## config.mk

```make
export PLATFORM = sky130hd
export DESIGN_NAME = pao_port
export DESIGN_NICKNAME = d
export VERILOG_FILES = /design/src/inc/pao_pkg.sv /design/src/hw/pao_port.sv
export SDC_FILE = /design/constraint.sdc
export NUM_CORES = 1
export LEC_CHECK = 0
export BUFFER_PORTS_ARGS = -buffer_cell sky130_fd_sc_hd__buf_2
export CORE_ASPECT_RATIO = 0.75
export CORE_MARGIN = 2
export CORE_UTILIZATION = 50
export DETAILED_ROUTE_END_ITERATION = 8
export GPL_ROUTABILITY_DRIVEN = 0
export PLACE_DENSITY = 0.78
export SYNTH_ARGS = -nofsm -noshare
export SYNTH_HDL_FRONTEND = slang
export SYNTH_SLANG_ARGS = --single-unit
```

## constraint.sdc

```tcl
create_clock -name clk -period 1.8 [get_ports clk]
set_input_delay 0.36 -clock clk [delete_from_list [all_inputs] [get_ports clk]]
set_output_delay 0.36 -clock clk [all_outputs]
set_load 0.1 [all_outputs]
```

## src/inc/pao_pkg.sv

```systemverilog
// package: constants and carrier types for the converter output port
`default_nettype none
package pao_pkg;
  localparam int PAO_W = 10;
  localparam logic [9:0] PAO_CODE_MIN = 10'h000;
  localparam logic [9:0] PAO_CODE_MAX = 10'h3ff;
  localparam int PAO_LATENCY = 2;
  localparam int PAO_CLK_MHZ = 10;
  localparam int PAO_WAKE_NS = 700;
  localparam int PAO_WAKE_CYC = (PAO_WAKE_NS * PAO_CLK_MHZ + 999) / 1000;
  localparam logic [3:0] PAO_WAKE_CYC4 = 4'(PAO_WAKE_CYC);
  // one sample moving down the pipeline
  typedef struct packed {
    logic vld;
    logic [PAO_W-1:0] code;
  } pao_smp_t;
endpackage : pao_pkg
`default_nettype wire

```

## src/hw/pao_port.sv

```systemverilog
// design: digital output port of a 10-bit pipelined sampling converter
`default_nettype none
// Function
// - take one sample every falling clock edge while standby request is low
// - code appears on the bus two cycles after its sampling edge
// - a new output word every cycle while converting
// - output word changes only after a falling edge; old word held until then
// - conversion runs only while standby request is low
// - drivers on when drive enable low and standby low
// - all data lines high impedance when drive enable or standby is high
// - below-range input gives all zeros, above-range gives all ones
// - each sample quantised to ten bits
// - codes are straight binary 0 to 1023
// - words before the wake-up interval after standby release are not accurate
module pao_port
  import pao_pkg::*;
(
  input wire logic clk,
  input wire logic arst_n,
  input wire logic signed [11:0] analog_in,
  input wire logic in_below,
  input wire logic in_above,
  input wire logic drive_en_n,
  input wire logic standby_request,
  output logic [PAO_W-1:0] data_out,
  output logic [PAO_W-1:0] data_oe_n,
  output logic data_valid,
  output logic data_accurate
);
  pao_smp_t stage0_r;
  pao_smp_t stage1_r;
  logic [PAO_W-1:0] data_r;
  logic [PAO_W-1:0] oe_n_r;
  logic valid_r;
  logic accurate_r;
  logic [3:0] wake_cnt_r;
  logic [PAO_W-1:0] quant_nxt;
  logic [3:0] low_run_r;
  logic [PAO_W-1:0] rise_word_r;

  // quantiser with saturation; the analog model is given as a signed sample
  always_comb begin
    if (in_below || analog_in < 12'sd0) begin
      quant_nxt = PAO_CODE_MIN;
    end else if (in_above || analog_in > 12'sd1023) begin
      quant_nxt = PAO_CODE_MAX;
    end else begin
      quant_nxt = analog_in[PAO_W-1:0];
    end
  end

  // sampling and pipeline stages, all on the falling edge
  always_ff @(negedge clk or negedge arst_n) begin
    if (!arst_n) begin
      stage0_r <= '0;
      stage1_r <= '0;
    end else begin
      stage0_r.vld <= !standby_request;
      stage0_r.code <= standby_request ? stage0_r.code : quant_nxt;
      stage1_r <= stage0_r;
    end
  end

  // output register: second stage presents the word; stall holds it
  always_ff @(negedge clk or negedge arst_n) begin
    if (!arst_n) begin
      data_r <= '0;
      valid_r <= 1'b0;
    end else begin
      if (stage1_r.vld && !standby_request) begin
        data_r <= stage1_r.code;
      end
      valid_r <= stage1_r.vld && !standby_request;
    end
  end

  // drive enables; low enable means the pin is driven
  always_ff @(negedge clk or negedge arst_n) begin
    if (!arst_n) begin
      oe_n_r <= '1;
    end else begin
      oe_n_r <= {PAO_W{drive_en_n || standby_request}};
    end
  end

  // wake-up timer after standby release; words before it are flagged
  // the timer reloads on every clock edge in standby, so a short standby restarts the wait
  always_ff @(negedge clk or negedge arst_n) begin
    if (!arst_n) begin
      wake_cnt_r <= PAO_WAKE_CYC4;
      accurate_r <= 1'b0;
    end else if (standby_request) begin
      wake_cnt_r <= PAO_WAKE_CYC4;
      accurate_r <= 1'b0;
    end else if (wake_cnt_r != 4'h0) begin
      wake_cnt_r <= wake_cnt_r - 4'h1;
      accurate_r <= 1'b0;
    end else begin
      accurate_r <= 1'b1;
    end
  end

  assign data_out = data_r;
  assign data_oe_n = oe_n_r;
  assign data_valid = valid_r;
  assign data_accurate = accurate_r;

  // assertion helper: falling edges seen since standby was last high
  // kept apart from the wake timer on purpose, so a slip in that timer
  // shows up as a disagreement between the two counts
  always_ff @(negedge clk or negedge arst_n) begin
    if (!arst_n) begin
      low_run_r <= 4'h0;
    end else if (standby_request) begin
      low_run_r <= 4'h0;
    end else if (low_run_r != 4'hf) begin
      low_run_r <= low_run_r + 4'h1; // saturates, the checks need only the first few
    end
  end

  // assertion helper: the word as a rising-edge capture stage would see it
  // the far side latches mid-cycle, so this is the copy that must not move
  always_ff @(posedge clk or negedge arst_n) begin
    if (!arst_n) begin
      rise_word_r <= '0;
    end else begin
      rise_word_r <= data_out;
    end
  end
endmodule : pao_port
`default_nettype wire

```

# Yosys cells after proc, flatten, opt, wreduce, memory -nomap -nowiden

Cells that the tools add are included.

Add/subtract/negate cells: 1
Multipliers: 0
Divide/modulo/power cells: 0
Order comparisons: 2
Equality and inequality tests: 0
Shift-type cells: 0
Mux-type cells: 6
Bitwise gates (word level): 0
Reductions and logical operators: 7

Operator list:

| cell                                                                               | number |
|---|---|
| 10-bit two-way mux                                                                 | 2 |
| 12-bit by 11-bit greater-than comparator with 1-bit output (second input constant) | 1 |
| 12-bit by 1-bit less-than comparator with 1-bit output (second input constant)     | 1 |
| 4-bit two-way mux                                                                  | 2 |
| 4-bit nonzero test                                                                 | 1 |
| 4-bit by 1-bit subtractor with 4-bit output (second input constant)                | 1 |
| 1-bit logical OR                                                                   | 3 |
| 1-bit two-way mux                                                                  | 2 |
| 2-bit nonzero test                                                                 | 1 |
| 1-bit logical AND                                                                  | 1 |
| 1-bit logical NOT                                                                  | 1 |

Flip-flop bits (word level): 39
Latch bits: 0
Bits in writable memories: 0
Bits in read-only memories: 0
Output and inout bits: 22
Word-level logic and storage cells: 25
Memories kept: 0

# Longest topological paths before layout

Depth in word-level cells: 4
Gate-level depth with buffers: 6

==> flow_metrics.env <==
export IMPL_holdWs_ps=327
export IMPL_r2r_cells=5
export IMPL_drv_slew=0
export IMPL_leakagePower_uw=0.00120
export IMPL_synthArstFlopShare_pct=100
export IMPL_grt_pass1_wl_um=6500
export IMPL_worst_pin_slew_ps=415
export IMPL_crit_fanout=5
export IMPL_fp_dieW_um=66.9
export IMPL_synth_edf_count=0
export IMPL_via_per_inst=5.25
export IMPL_antenna_found_initial=0
export IMPL_arrival_ps=2220
export IMPL_end_kind="output pin"
export IMPL_dp_hpwl_um=2440
export IMPL_synthTopCellsByArea="dfrtn_1, mux2_2, dfstp_2"
export IMPL_whs_path_depth=0
export IMPL_violations="setup timing"
export IMPL_num_vias=1124
export IMPL_drt_iter0_drc=46
export IMPL_reg2reg_slack_ps=240
export IMPL_syn2layout_area_growth_pct=69.2
export IMPL_cp_cell_sequence="buf_8 > buf_12"
export IMPL_cts_buffer_depth=2
export IMPL_layout_cells_non_filler=214
export IMPL_min_path_type="reg -> reg"
export IMPL_final_cell_mix="dfrtn_1, buf_12, buf_4, buf_2"
export IMPL_syn_nets=135
export IMPL_n_antenna_cell=0
export IMPL_drive_gt1_share_pct=61.4
export IMPL_worstSetupStartpointType="flip-flop"
export IMPL_critPathSlowestCell="dfstp_4"
export IMPL_core_um2=2890
export IMPL_yosys_area_top_type="dfrtn_1"
export IMPL_seq_area_um2=985
export IMPL_cts_tree="built"
export IMPL_dieArea_um2=3420
export IMPL_netlist_area_um2=1480
export IMPL_r2r_start="wake_cnt_r[0]"
export IMPL_clk_latency_ps=360
export IMPL_syn_area_per_cell_um2=12.9
export IMPL_fin_skew_ps=72.9
export IMPL_drc=0
export IMPL_netlist_instances=115
export IMPL_layout_commonest_cell="dfrtn_1"
export IMPL_finalNetCount=195
export IMPL_maxCapViolations=0
export IMPL_hold_start="stage0_r[10]"
export IMPL_rr_endpoint="data_accurate"
export IMPL_grt_pass1_vias=1237
export IMPL_fillers=135
export IMPL_rows=17
export IMPL_power_density_nw_per_um2=982
export IMPL_die_height_um=51.2
export IMPL_cts_buffers=5
export IMPL_post_synth_num_cell_types=24
export IMPL_wirelength_um=4050
export IMPL_synth_top_cell_area_share_pct=59.1
export IMPL_critPathRequiredTime_ps=1440
export IMPL_cts_sinks=39
export IMPL_ant_nets=0
export IMPL_post_route_util_pct=86.7
export IMPL_start_util_pct=51.3
export IMPL_ys_ff_latch=39
export IMPL_grt_max_degree=17
export IMPL_peakVddDrop_uv=796
export IMPL_clk_pin_slew_ps=50
export IMPL_rsz0062_at_grt="true"
export IMPL_hold_end="stage1_r[10]"
export IMPL_first_pass_iters=5
export IMPL_wire_per_inst_um=18.9
export IMPL_cp_slowest_stage_delay_ps=640
export IMPL_pin_count=40
export IMPL_multi_input_area_um2=541
export IMPL_ys_warnings_count=0
export IMPL_synth_main_ff_cell="dfrtn_1"
export IMPL_placed_cells=192
export IMPL_status="finished, violations left"
export IMPL_numPortBuffers=39
export IMPL_slew_limit_headroom_pct=72.3
export IMPL_setup_violations=36
export IMPL_ctsRootBufferMaster="clkbuf_8"
export IMPL_htreeDepth=2
export IMPL_setup_slack_ps=-781
export IMPL_grt_ovfl_total=0
export IMPL_path_class="reg -> out"
export IMPL_total_power_uw=2460
export IMPL_fin_tns_setup_ps=-13410
export IMPL_finalHoldViolations=0
export IMPL_track_usage_pct=27.6
export IMPL_ys_seq_area_share_pct=66.2
==> layout make-up <==
type                            instances  area share [%]
Clock buffer                            8            3.59
Sequential cell                        39            39.3
Clock inverter                          4           0.599
Inverter                                5            1.15
Timing Repair Buffer                   64            32.0
Multi-Input combinational cell         56            21.5
Tap cell                               38            1.90
==> where the power goes <==
part	switching [uW]	internal, uW
Combinational	464	325
Sequential	63.5	966
Clock	321	325
==> logic make-up (layout without fill, tap and decap cells) <==
family | count (synthesis) | in the layout | share of synthesized area [%]
DFF | 39 | 39 | 66.2
AOI/OAI and AO/OA | 24 | 24 | 10.1
buffers and inverters | 20 | 81 | 7.51
and+or+nand+nor | 19 | 19 | 6.33
muxes | 10 | 10 | 7.60
adders and majority gates | 2 | 2 | 1.69
xor gates and xnor gates | 1 | 1 | 0.591
==> repair_timing <==
item | 4_1_cts | 5_1_grt
pin swaps | 4 | 1
endpoints found under the setup margin | 44 | 37
cloned | 1 | 0
buffers inserted | 8 | 2
gates resized for setup | 19 | 2
hold buffers | 0 | 0
==> critical path, delay by kind of cell (launching register included) <==
family,cells,cell delay (ps)
buf+inv,2,330
flops,1,640
==> cell usage after synthesis (2+ instances only) <==
| library cell | number |
|---|---|
| clkbuf_1 | 2 |
| nor2_1 | 3 |
| ha_1 | 2 |
| o21ai_0 | 10 |
| or3_1 | 2 |
| mux2_2 | 10 |
| buf_4 | 9 |
| a211oi_1 | 10 |
| buf_1 | 2 |
| inv_1 | 4 |
| a21oi_1 | 2 |
| dfrtn_1 | 35 |
| dfstp_2 | 4 |
| nand2_1 | 10 |
==> flip-flops by register name, indices dropped and copies added, names as in the netlist <==
name / flops
data_accurate: 1
stage0_r: 11
data_out: 10
data_valid: 1
wake_cnt_r: 4
stage1_r: 11
data_oe_n: 1
==> worst max path at each step <==
| stage | start | endpoint | slack, ps | cells after the start |
|---|---|---|---|---|
| floorplan | data_oe_n[0] | data_oe_n[1] | -580 | 1 |
| global placement | standby_request | wake_cnt_r[0] | -440 | 5 |
| detailed placement | standby_request | wake_cnt_r[0] | -510 | 5 |
| CTS | data_oe_n[0] | data_oe_n[2] | -750 | 2 |
| global route | data_oe_n[0] | data_oe_n[2] | -810 | 2 |
| finish | data_oe_n[0] | data_oe_n[5] | -780 | 2 |
==> metal layers <==
layer / up-vias / routed length (um) / GRT usage [%]
li1: 508 / - / -
met1: 561 / 1530 / 32.6
met2: 46 / 2270 / 49.8
met3: 9 / 168 / 5.29
met4: 0 / 79 / 10.5
met5: - / 0 / 0
==> stage by stage <==
stage | setup slack [ps] | area [um2]
global placement | -440 | 2210
floorplan | -577 | 1640
detailed placement | -514 | 2210
finish | -781 | 2510
CTS | -746 | 2490
global route | -805 | 2510
No activity file was read; power rests on OpenSTA's default activity.
